## config.mk

```make
export PLATFORM = sky130hd
export DESIGN_NAME = hsd_ctrl
export DESIGN_NICKNAME = d
export VERILOG_FILES = /design/src/hw/hsd_pkg.sv /design/src/hw/hsd_ctrl.sv /design/src/hw/hsd_bank_timer.sv
export SDC_FILE = /design/constraint.sdc
export NUM_CORES = 1
export LEC_CHECK = 0
export BUFFER_PORTS_ARGS = -buffer_cell sky130_fd_sc_hd__clkbuf_2
export CORE_ASPECT_RATIO = 0.8
export CORE_MARGIN = 2
export CORE_UTILIZATION = 29
export CTS_CLUSTER_DIAMETER = 40
export DETAILED_ROUTE_END_ITERATION = 8
export PLACE_DENSITY_LB_ADDON = 0.1
export SYNTH_ARGS = -nofsm -noshare
export SYNTH_HDL_FRONTEND = slang
export SYNTH_HIERARCHICAL = 1
export SYNTH_SLANG_ARGS = --single-unit
```

## constraint.sdc

```tcl
create_clock -name clk -period 5.2 [get_ports clk]
set_input_delay 1.04 -clock clk [delete_from_list [all_inputs] [get_ports clk]]
set_output_delay 1.04 -clock clk [all_outputs]
set_load 0.005 [all_outputs]
```

## src/hw/hsd_pkg.sv

```systemverilog
// shared constants, encodings and carrier types of the sdram host controller
package hsd_pkg;

	// ----------------------------------------
	// clock and timing
	// ----------------------------------------
	localparam int CLK_PERIOD_NS = 40;
	localparam int T_RP_NS = 20;
	localparam int T_RCD_NS = 20;
	localparam int T_RFC_NS = 66;
	localparam int T_RAS_NS = 42;
	localparam int T_WR_NS = 12;
	localparam int T_MRD_CLK = 2;
	localparam int T_XSR_CLK = 2;
	localparam int T_REF_MS = 64;
	localparam int REF_ROWS = 4096;
	localparam int T_PD_MAX_MS = 64;
	// least times round up, longest times round down
	localparam int RP_CYC = (T_RP_NS + CLK_PERIOD_NS - 1) / CLK_PERIOD_NS;
	localparam int RCD_CYC = (T_RCD_NS + CLK_PERIOD_NS - 1) / CLK_PERIOD_NS;
	localparam int RFC_CYC = (T_RFC_NS + CLK_PERIOD_NS - 1) / CLK_PERIOD_NS;
	localparam int RAS_CYC = (T_RAS_NS + CLK_PERIOD_NS - 1) / CLK_PERIOD_NS;
	localparam int WR_CYC = (T_WR_NS + CLK_PERIOD_NS - 1) / CLK_PERIOD_NS;
	localparam int REFI_CYC = (T_REF_MS * 1000000 / REF_ROWS) / CLK_PERIOD_NS;
	localparam int PD_MAX_CYC_DEF = T_PD_MAX_MS * 1000000 / CLK_PERIOD_NS;

	// ----------------------------------------
	// command encodings {ras_n, cas_n, we_n}
	// ----------------------------------------
	localparam logic [2:0] CMD_MRS = 3'h0;
	localparam logic [2:0] CMD_REF = 3'h1;
	localparam logic [2:0] CMD_PRE = 3'h2;
	localparam logic [2:0] CMD_ACT = 3'h3;
	localparam logic [2:0] CMD_WRITE = 3'h4;
	localparam logic [2:0] CMD_READ = 3'h5;
	localparam logic [2:0] CMD_NOP = 3'h7;

	// ----------------------------------------
	// address and mode field layout
	// ----------------------------------------
	localparam int ADDR_AP_BIT = 10;
	localparam int MR_WBM_BIT = 9;
	localparam int MR_CL_LSB = 4;
	localparam int MR_BL_LSB = 0;
	localparam logic [2:0] BL_PAGE = 3'h7;
	localparam int PAGE_BEATS = 256;

	// ----------------------------------------
	// carrier types
	// ----------------------------------------
	typedef struct packed {
		logic cke;
		logic csN;
		logic [2:0] cmd;
		logic [1:0] ba;
		logic [11:0] addr;
		logic dqm;
	} hsd_pins_t;

	typedef struct packed {
		logic write;
		logic autoPre;
		logic [1:0] bank;
		logic [11:0] row;
		logic [7:0] col;
	} hsd_req_t;

	typedef struct packed {
		logic [2:0] burstLen;
		logic writeBurstModeBit;
		logic [2:0] casLat;
	} hsd_cfg_t;

	localparam hsd_pins_t PINS_RESET = '{cke: 1'b1, csN: 1'b1, cmd: CMD_NOP, ba: 2'h0, addr: 12'h000, dqm: 1'b1};
	localparam hsd_cfg_t CFG_RESET = '{burstLen: 3'h2, writeBurstModeBit: 1'b0, casLat: 3'h2};

endpackage : hsd_pkg

```

## src/hw/hsd_ctrl.sv

```systemverilog
// sdram host controller: access, precharge, refresh and power states
`timescale 1ns/1ps
// Behaviour
// single-write mode: every write is one column
// reads always follow programmed burst length
// A10 high precharges all, else bank
// activate a bank before read or write
// wait tRP after precharge before activate
// A10 on access auto precharges that access
// no auto precharge for page bursts
// after auto precharge wait tRP on bank
// read cuts auto precharge read after CL
// mask data ahead of write after read
// read cuts auto precharge write, tWR
// write cuts auto precharge write, tWR
// precharge all and wait tRP before refresh
// only NOPs for tRFC after refresh
// refresh every row within refresh period
// self refresh: refresh with clock enable low
// stay in self refresh at least tRAS
// NOPs for tXSR after raising clock enable
// resume distributed refresh after self refresh
// clock enable low with NOP: power-down
// leave power-down within refresh period
// clock enable low in burst suspends it
// device tracks each bank state separately
module hsd_ctrl import hsd_pkg::*; #(
	parameter int PD_MAX_CYC = PD_MAX_CYC_DEF
) (
	// clock and reset
	input wire logic clk,
	input wire logic rst_n,
	// access requests
	input wire logic reqValid,
	input wire hsd_req_t req,
	output logic reqReady,
	// write and read data
	input wire logic [31:0] wrData,
	output logic wrTake,
	output logic [31:0] rdData,
	output logic rdValid,
	// configuration and power control
	input wire hsd_cfg_t cfg,
	input wire logic cfgLoad,
	input wire logic srReq,
	input wire logic pdReq,
	output logic inSelfRefresh,
	output logic inPowerDown,
	// memory pins
	output hsd_pins_t pins,
	output logic [31:0] dqOut,
	output logic dqOe,
	input wire logic [31:0] dqIn
);

	typedef enum {S_INIT, S_IDLE, S_PREALL, S_ACT, S_RW, S_BURST, S_PAGEPRE, S_WAIT, S_SRHOLD, S_SRXIT,
		S_PDOWN} hsd_state_t;
	typedef enum {P_MODE, P_REF, P_SELF} hsd_purpose_t;
	localparam int PDW = $clog2(PD_MAX_CYC + 1);

	hsd_state_t state, retState;
	hsd_purpose_t purpose;
	hsd_req_t cur;
	hsd_cfg_t cfgReg;
	logic [7:0] waitCnt;
	logic [8:0] beatCnt;
	logic [3:0] rowOpen;
	logic [11:0] openRow [4];
	logic [3:0] tmrLoad, tmrBusy;
	logic [7:0] tmrVal;
	logic [9:0] refCnt;
	logic refDue, refDone, refKick, cfgPend, rdBeat, drainRead;
	logic [7:0] rdShift;
	logic [PDW-1:0] pdCnt;

	// beats of one burst at a given length code
	function automatic logic [8:0] hsd_beats(input logic [2:0] code);
		case (code)
			3'h0: hsd_beats = 9'h001;
			3'h1: hsd_beats = 9'h002;
			3'h2: hsd_beats = 9'h004;
			3'h3: hsd_beats = 9'h008;
			BL_PAGE: hsd_beats = 9'(PAGE_BEATS);
			default: hsd_beats = 9'h001;
		endcase
	endfunction : hsd_beats

	// mode word carrying burst length, latency and write burst mode
	function automatic logic [11:0] hsd_mode(input hsd_cfg_t c);
		logic [11:0] m;
		m = 12'h000;
		m[MR_BL_LSB +: 3] = c.burstLen;
		m[MR_CL_LSB +: 3] = c.casLat;
		m[MR_WBM_BIT] = c.writeBurstModeBit;
		hsd_mode = m;
	endfunction : hsd_mode

	// ----------------------------------------
	// bank recovery timers
	// ----------------------------------------
	for (genvar b = 0; b < 4; b++) begin : g_bank
		hsd_bank_timer #(.W(8)) u_timer (
			.clk(clk),
			.rst_n(rst_n),
			.load(tmrLoad[b]),
			.loadVal(tmrVal),
			.busy(tmrBusy[b])
		);
	end

	// ----------------------------------------
	// refresh interval
	// ----------------------------------------
	// a due refresh wins over the clear issued with the previous one
	always_ff @(posedge clk or negedge rst_n) begin
		if (!rst_n) begin
			refCnt <= 10'(REFI_CYC - 1);
			refDue <= 1'b0;
		end else if (refKick) begin
			refCnt <= 10'(REFI_CYC - 1);
			refDue <= 1'b1;
		end else if (refCnt == 10'h000) begin
			refCnt <= 10'(REFI_CYC - 1);
			refDue <= 1'b1;
		end else begin
			refCnt <= refCnt - 10'h001;
			if (refDone) begin
				refDue <= 1'b0;
			end
		end
	end

	// ----------------------------------------
	// read data capture
	// ----------------------------------------
	// beats travel down the shift line and are caught cas latency later
	always_ff @(posedge clk or negedge rst_n) begin
		if (!rst_n) begin
			rdShift <= 8'h00;
			rdValid <= 1'b0;
			rdData <= 32'h0000_0000;
		end else begin
			rdShift <= {rdShift[6:0], rdBeat};
			rdValid <= rdShift[3'(cfgReg.casLat - 3'h1)];
			if (rdShift[3'(cfgReg.casLat - 3'h1)]) begin
				rdData <= dqIn;
			end
		end
	end

	// ----------------------------------------
	// command sequencer
	// ----------------------------------------
	always_ff @(posedge clk or negedge rst_n) begin
		if (!rst_n) begin
			state <= S_INIT;
			retState <= S_IDLE;
			purpose <= P_MODE;
			cur <= '0;
			cfgReg <= CFG_RESET;
			waitCnt <= 8'h00;
			beatCnt <= 9'h000;
			rowOpen <= 4'h0;
			openRow <= '{default: 12'h000};
			tmrLoad <= 4'h0;
			tmrVal <= 8'h00;
			refDone <= 1'b0;
			refKick <= 1'b0;
			cfgPend <= 1'b0;
			rdBeat <= 1'b0;
			drainRead <= 1'b0;
			pdCnt <= '0;
			reqReady <= 1'b0;
			wrTake <= 1'b0;
			inSelfRefresh <= 1'b0;
			inPowerDown <= 1'b0;
			pins <= PINS_RESET;
			dqOut <= 32'h0000_0000;
			dqOe <= 1'b0;
		end else begin
			// defaults: NOP, data masked, bus released
			pins.csN <= 1'b0;
			pins.cmd <= CMD_NOP;
			pins.dqm <= 1'b1;
			dqOe <= 1'b0;
			wrTake <= 1'b0;
			rdBeat <= 1'b0;
			tmrLoad <= 4'h0;
			refDone <= 1'b0;
			refKick <= 1'b0;
			reqReady <= 1'b0;
			if (cfgLoad) begin
				cfgPend <= 1'b1;
			end
			case (state)
				S_INIT: begin
					purpose <= P_MODE;
					state <= S_PREALL;
				end
				S_IDLE: begin
					if (refDue) begin
						purpose <= P_REF;
						state <= S_PREALL;
					end else if (srReq) begin
						purpose <= P_SELF;
						state <= S_PREALL;
					end else if (cfgPend) begin
						purpose <= P_MODE;
						state <= S_PREALL;
					end else if (pdReq) begin
						pins.cke <= 1'b0;
						pdCnt <= '0;
						inPowerDown <= 1'b1;
						state <= S_PDOWN;
					end else if (reqValid) begin
						cur <= req;
						reqReady <= 1'b1;
						state <= S_ACT;
					end
				end
				S_PREALL: begin
					if (|rowOpen) begin
						pins.cmd <= CMD_PRE;
						pins.addr <= 12'h000;
						pins.addr[ADDR_AP_BIT] <= 1'b1;
						rowOpen <= 4'h0;
						tmrLoad <= 4'hf;
						tmrVal <= 8'(RP_CYC);
					end else if (tmrBusy == 4'h0) begin
						pins.addr <= 12'h000;
						pins.ba <= 2'h0;
						case (purpose)
							P_MODE: begin
								pins.cmd <= CMD_MRS;
								pins.addr <= hsd_mode(cfg);
								cfgReg <= cfg;
								cfgPend <= cfgLoad;
								waitCnt <= 8'(T_MRD_CLK - 1);
								retState <= S_IDLE;
								state <= S_WAIT;
							end
							P_REF: begin
								pins.cmd <= CMD_REF;
								refDone <= 1'b1;
								waitCnt <= 8'(RFC_CYC - 1);
								retState <= S_IDLE;
								state <= S_WAIT;
							end
							default: begin
								pins.cmd <= CMD_REF;
								pins.cke <= 1'b0;
								inSelfRefresh <= 1'b1;
								waitCnt <= 8'(RAS_CYC);
								state <= S_SRHOLD;
							end
						endcase
					end
				end
				S_ACT: begin
					if (rowOpen[cur.bank] && openRow[cur.bank] == cur.row) begin
						state <= S_RW;
					end else if (rowOpen[cur.bank]) begin
						pins.cmd <= CMD_PRE;
						pins.ba <= cur.bank;
						pins.addr <= 12'h000;
						rowOpen[cur.bank] <= 1'b0;
						tmrLoad[cur.bank] <= 1'b1;
						tmrVal <= 8'(RP_CYC);
					end else if (!tmrBusy[cur.bank]) begin
						pins.cmd <= CMD_ACT;
						pins.ba <= cur.bank;
						pins.addr <= cur.row;
						rowOpen[cur.bank] <= 1'b1;
						openRow[cur.bank] <= cur.row;
						waitCnt <= 8'(RCD_CYC - 1);
						retState <= S_RW;
						state <= S_WAIT;
					end
				end
				S_RW: begin
					pins.cmd <= cur.write ? CMD_WRITE : CMD_READ;
					pins.ba <= cur.bank;
					pins.addr <= {4'h0, cur.col};
					pins.addr[ADDR_AP_BIT] <= cur.autoPre && cfgReg.burstLen != BL_PAGE;
					pins.dqm <= 1'b0;
					if (cur.write) begin
						beatCnt <= cfgReg.writeBurstModeBit ? 9'h000 : hsd_beats(cfgReg.burstLen) - 9'h001;
						dqOut <= wrData;
						dqOe <= 1'b1;
						wrTake <= 1'b1;
					end else begin
						beatCnt <= hsd_beats(cfgReg.burstLen) - 9'h001;
						rdBeat <= 1'b1;
					end
					state <= S_BURST;
				end
				S_BURST: begin
					if (beatCnt != 9'h000) begin
						beatCnt <= beatCnt - 9'h001;
						pins.dqm <= 1'b0;
						if (cur.write) begin
							dqOut <= wrData;
							dqOe <= 1'b1;
							wrTake <= 1'b1;
						end else begin
							rdBeat <= 1'b1;
						end
					end else begin
						if (cur.autoPre && cfgReg.burstLen != BL_PAGE) begin
							rowOpen[cur.bank] <= 1'b0;
							tmrLoad[cur.bank] <= 1'b1;
							tmrVal <= cur.write ? 8'(WR_CYC + RP_CYC) : 8'(RP_CYC);
						end
						drainRead <= !cur.write;
						pins.dqm <= cur.write;
						waitCnt <= cur.write ? 8'(WR_CYC - 1) : 8'({5'h00, cfgReg.casLat});
						retState <= (cfgReg.burstLen == BL_PAGE) ? S_PAGEPRE : S_IDLE;
						state <= S_WAIT;
					end
				end
				S_PAGEPRE: begin
					pins.cmd <= CMD_PRE;
					pins.ba <= cur.bank;
					pins.addr <= 12'h000;
					rowOpen[cur.bank] <= 1'b0;
					tmrLoad[cur.bank] <= 1'b1;
					tmrVal <= 8'(RP_CYC);
					state <= S_IDLE;
				end
				S_WAIT: begin
					pins.dqm <= !drainRead;
					if (waitCnt == 8'h00) begin
						drainRead <= 1'b0;
						state <= retState;
					end else begin
						waitCnt <= waitCnt - 8'h01;
					end
				end
				S_SRHOLD: begin
					if (waitCnt != 8'h00) begin
						waitCnt <= waitCnt - 8'h01;
					end else if (!srReq) begin
						pins.cke <= 1'b1;
						inSelfRefresh <= 1'b0;
						waitCnt <= 8'(T_XSR_CLK - 1);
						state <= S_SRXIT;
					end
				end
				S_SRXIT: begin
					if (waitCnt == 8'h00) begin
						refKick <= 1'b1;
						state <= S_IDLE;
					end else begin
						waitCnt <= waitCnt - 8'h01;
					end
				end
				S_PDOWN: begin
					pdCnt <= pdCnt + 1'b1;
					if (!pdReq || refDue || pdCnt == PDW'(PD_MAX_CYC - 1)) begin
						pins.cke <= 1'b1;
						inPowerDown <= 1'b0;
						state <= S_IDLE;
					end
				end
				default: state <= S_IDLE;
			endcase
		end
	end

	// ----------------------------------------
	// checks
	// ----------------------------------------
	access_needs_row_a: assert property (@(posedge clk) disable iff (!rst_n)
		(pins.cmd == CMD_READ || pins.cmd == CMD_WRITE) |-> rowOpen[pins.ba])
		else $error("access to a bank without an open row");
	refresh_all_idle_a: assert property (@(posedge clk) disable iff (!rst_n)
		(pins.cmd == CMD_REF) |-> rowOpen == 4'h0 && $past(pins.cmd) != CMD_PRE)
		else $error("refresh with an open row or too soon after precharge");
	refresh_nop_gap_a: assert property (@(posedge clk) disable iff (!rst_n)
		(pins.cmd == CMD_REF && pins.cke) |=> (pins.cmd == CMD_NOP)[*2])
		else $error("command inside refresh cycle time");
	self_hold_low_a: assert property (@(posedge clk) disable iff (!rst_n)
		inSelfRefresh |-> !pins.cke)
		else $error("clock enable high during self refresh");
	self_min_stay_a: assert property (@(posedge clk) disable iff (!rst_n)
		(pins.cmd == CMD_REF && !pins.cke) |=> (!pins.cke)[*2])
		else $error("self refresh left before minimum time");
	exit_nop_pair_a: assert property (@(posedge clk) disable iff (!rst_n)
		$rose(pins.cke) |-> pins.cmd == CMD_NOP ##1 pins.cmd == CMD_NOP)
		else $error("command too soon after clock enable rose");
	resume_refresh_a: assert property (@(posedge clk) disable iff (!rst_n)
		$fell(inSelfRefresh) |-> ##[1:4] refDue)
		else $error("no refresh after self refresh exit");
	pd_time_bound_a: assert property (@(posedge clk) disable iff (!rst_n)
		inPowerDown |-> pdCnt < PDW'(PD_MAX_CYC))
		else $error("power-down held too long");
	write_no_contend_a: assert property (@(posedge clk) disable iff (!rst_n)
		(pins.cmd == CMD_WRITE) |-> rdShift[2:0] == 3'h0 && !rdBeat)
		else $error("write issued with read data in flight");

endmodule : hsd_ctrl

```

## src/hw/hsd_bank_timer.sv

```systemverilog
// per-bank precharge recovery timer
`timescale 1ns/1ps
module hsd_bank_timer #(
	parameter int W = 8
) (
	// clock and reset
	input wire logic clk,
	input wire logic rst_n,
	// load request
	input wire logic load,
	input wire logic [W-1:0] loadVal,
	// bank may not be opened while high
	output logic busy
);

	logic [W-1:0] cnt;

	// ----------------------------------------
	// countdown
	// ----------------------------------------
	// count down the recovery interval after a precharge
	always_ff @(posedge clk or negedge rst_n) begin
		if (!rst_n) begin
			cnt <= '0;
		end else if (load) begin
			cnt <= loadVal;
		end else if (cnt != '0) begin
			cnt <= cnt - 1'b1;
		end
	end

	// a pending load already counts as busy
	assign busy = load | (cnt != '0);

endmodule : hsd_bank_timer

```

==> results.md <==
- Outcome: finished clean
- Via density: 4.71
- First-pass GRT wire length: 55.8 mm
- H-tree depth: 2
- WHS Endpoint: rdShift[0]
- Area grow syn2layout: 25.6%
- Leading area contributor after synthesis: dfrtp_1
- Delay-heaviest family, CP: simple AND/OR/NAND/NOR gates
- Final setup fails: 0
- F_max: 263 MHz
- Post-synth top area share: 49.7%
- Die width: 245 um
- Die height: 197 um
- Final cell count without fillers: 2098
- FF-to-FF Start: g_bank[0].u_timer/cnt[0]
- Warnings, synthesis: 6
- Post-route cell area: 0.0170 mm^2
- Hold WC Path Type: register to register
- Cell leakage power: 7.87 nW
- Crit-path slowest cell: nor2_2
- Reg2reg setup slack: 1.40 ns
- Setup TNS: 0 ns
- CP Capture Type: register
- Buf+Inv Stages, Crit Path: 2
- GRT Total Usage: 14.6%
- Synthesized area per cell: 11.1 um^2
- Initial antenna violation count: 0
- Commonest cells after routing, fill and taps aside: 268 x dfrtp_1, 189 x clkbuf_2, 117 x mux2_2, 112 x nand2_1, 106 x nor2_1
- DP Wirelength: 23.5 mm
- Placed insts: 2009
- Cts hold-fix bufs: 0
- Cells after Synth: 1220
- Rows: 70
- Vias: 9885
- Worst Path Max Fanout: 18
- Clk slew on worst S/H paths: 0.05 ns
- Setup Skew: 0.0248 ns
- Hold WS: 0.349 ns
- Worst EP required: 5.68 ns
- Final Max Slew Viols: 0
- First-pass DRT Iterations: 5
- Antenna Cells: 0
- GRT Residual Overflow: 0
- Synthesized area: 0.0135 mm^2
- Worst Tran Pin Value: 1.00 ns
- CP Class: register to register
- Antenna Nets Post-Route: 0
- # clock sinks: 281
- Setup bufs post-CTS: 0
- CP cell instances: inv_1, ha_1, or4b_4, nor3_4, inv_1, nor4_1, nand4_1, nor2_2, a221o_1, nor2_1, a21oi_1
- Rel. slew slack: 33.3%
- Most common cell after layout, fill and taps aside: dfrtp_1
- Port buffer count: 190
- Clk Latency, worst-skew pair: 0.57 ns
- Top FF cell, synth: dfrtp_1
- Ports: 191
- Yosys reg bits: 281
- R2r worst-path depth: 11
- Pwr dens: 336 mW/mm^2
- TritonCTS clock tree: yes
- Seq/Total Area, Yosys: 52.2%
- CTS Buf Count: 48
- Initial Util: 29.5%
- Total power: 5.70 mW
- Resize count post-CTS: 0
- CORE AREA: 0.0458 mm^2
- Arrival time of the worst setup path: 4.28 ns
- Worst Hold Launch: rdBeat
- Synth area leaders: dfrtp_1 50%, mux2_2 9.8%, nand2_1 3.1%, nor2_1 2.9%, a21oi_1 2.9%
- R2r endpoint: pins[2]
- Post-DP Area: 0.0153 mm^2
- Max Root-Sink Buffers: 3
- Maxcap violations: 0
- Max VDD drop: 0.000235 V
- Share of cells above drive strength 1: 32.0%
- EDFF count, synth: 0
- Vias in the first global route: 9895
- Wirelength per Cell: 16.6 um
- Setup crit start kind: register
- WHS Path Cells: 0
- Hold Vio Cnt, Final: 0
- Final WL: 34.9 mm
- Min Tclk post-route: 3.80 ns
- Root buf cell: clkbuf_16
- Die area: 0.0483 mm^2
- Final #Nets: 1562
- GP Congestion: 0.765
- DRC: 0
- Largest net degree at the start of global routing: 110
- Synth cell types: 76
- Post-synth ARST share: 100%
- Initial DRC Count: 554
- Most frequent cell on the critical path: inv_1
- RSZ-0062 raised after global routing: no
- Period utilization: 73.0%
- CP peak stage delay: 0.75 ns
==> worst reg2reg max path, cell delays in order, from the launching register on <==
cell     delay [ns]
dfrtp_1        0.39
inv_1          0.12
ha_1           0.18
or4b_4         0.47
nor3_4         0.36
inv_1          0.13
nor4_1         0.53
nand4_1        0.27
nor2_2         0.75
a221o_1        0.31
nor2_1         0.04
a21oi_1        0.15
==> kinds of logic (layout without fill, tap and decap cells) <==
family	Yosys count	after routing	synth area share [%]
AOI/OAI and AO/OA	224	224	10.9
muxes	153	153	13.9
adders and majority gates	14	14	1.30
buffers and inverters	110	352	3.45
and+or+nand+nor	383	383	14.7
xor gates and xnor gates	54	54	3.50
DFF	281	281	52.2
other	1	25	0.0278
==> report_power, final <==
part	total (mW)	switching, mW	leakage, nW	internal, mW
registers	2.23	0.0113	3.52	2.22
logic	0.146	0.0804	3.53	0.0660
clock network	3.33	1.15	0.822	2.18
total	5.70	1.24	7.87	4.46
==> synth_stat cells, types with 19 or more instances <==
master	instances
dfrtp_1	268
mux2_2	117
nand2_1	112
nor2_1	106
a21oi_1	77
inv_1	51
o21ai_0	38
xnor2_1	34
clkbuf_1	30
nand3_1	22
nor3_1	21
xor2_1	20
mux2i_1	19
==> through the flow <==
stage / util (%) / setup WS [ns]
2_1_floorplan: - / 1.99
3_5_place_dp: 33.3 / 1.39
4_1_cts: 37.0 / 1.35
3_3_place_gp: 33.3 / 1.47
6_report: 37.0 / 1.40
5_1_grt: 37.0 / 1.00
==> layer usage <==
| metal | wire length, um | share of wire [%] | vias up | track usage (%) |
|---|---|---|---|---|
| met4 | 861 | 2.5 | 0 | 4.83 |
| met3 | 1510 | 4.3 | 66 | 2.70 |
| met5 | 0 | 0 | - | 0 |
| li1 | - | - | 4777 | - |
| met1 | 17500 | 50 | 4848 | 21.6 |
| met2 | 15000 | 43 | 194 | 21.2 |
==> flip-flops by register name (all words and copies together) (netlist names), 2 cells and up <==
| signal | flops |
|---|---|
| cur | 24 |
| rowOpen | 4 |
| state | 4 |
| refCnt | 10 |
| tmrVal | 2 |
| waitCnt | 8 |
| pdCnt | 21 |
| retState | 3 |
| purpose | 2 |
| openRow | 48 |
| rdShift | 8 |
| beatCnt | 9 |
| cfgReg | 7 |
| tmrLoad | 4 |
| dqOut | 32 |
| g_bank.u_timer/cnt | 32 |
| rdData | 32 |
| pins | 20 |
==> worst max path at each step <==
stage | start | end | slack (ns) | depth (start not counted)
2_1_floorplan | g_bank[3].u_timer/cnt[0] | openRow[27] | 1.99 | 10
4_1_cts | g_bank[0].u_timer/cnt[0] | pins[2] | 1.35 | 11
6_report | g_bank[0].u_timer/cnt[0] | pins[2] | 1.40 | 11
3_3_place_gp | g_bank[2].u_timer/cnt[0] | openRow[9] | 1.47 | 10
3_5_place_dp | g_bank[2].u_timer/cnt[0] | pins[5] | 1.39 | 11
5_1_grt | g_bank[2].u_timer/cnt[0] | pins[2] | 1.00 | 11
==> cell type report <==
| type | count | area, um^2 |
|---|---|---|
| Timing Repair Buffer | 210 | 1140 |
| Fill cell | 4558 | 28800 |
| Tap cell | 612 | 766 |
| Clock buffer | 61 | 1340 |
| Multi-Input combinational cell | 853 | 6100 |
| Clock inverter | 28 | 364 |
| Sequential cell | 281 | 7050 |
| Inverter | 53 | 199 |
No activity file was read; power rests on OpenSTA's default activity.
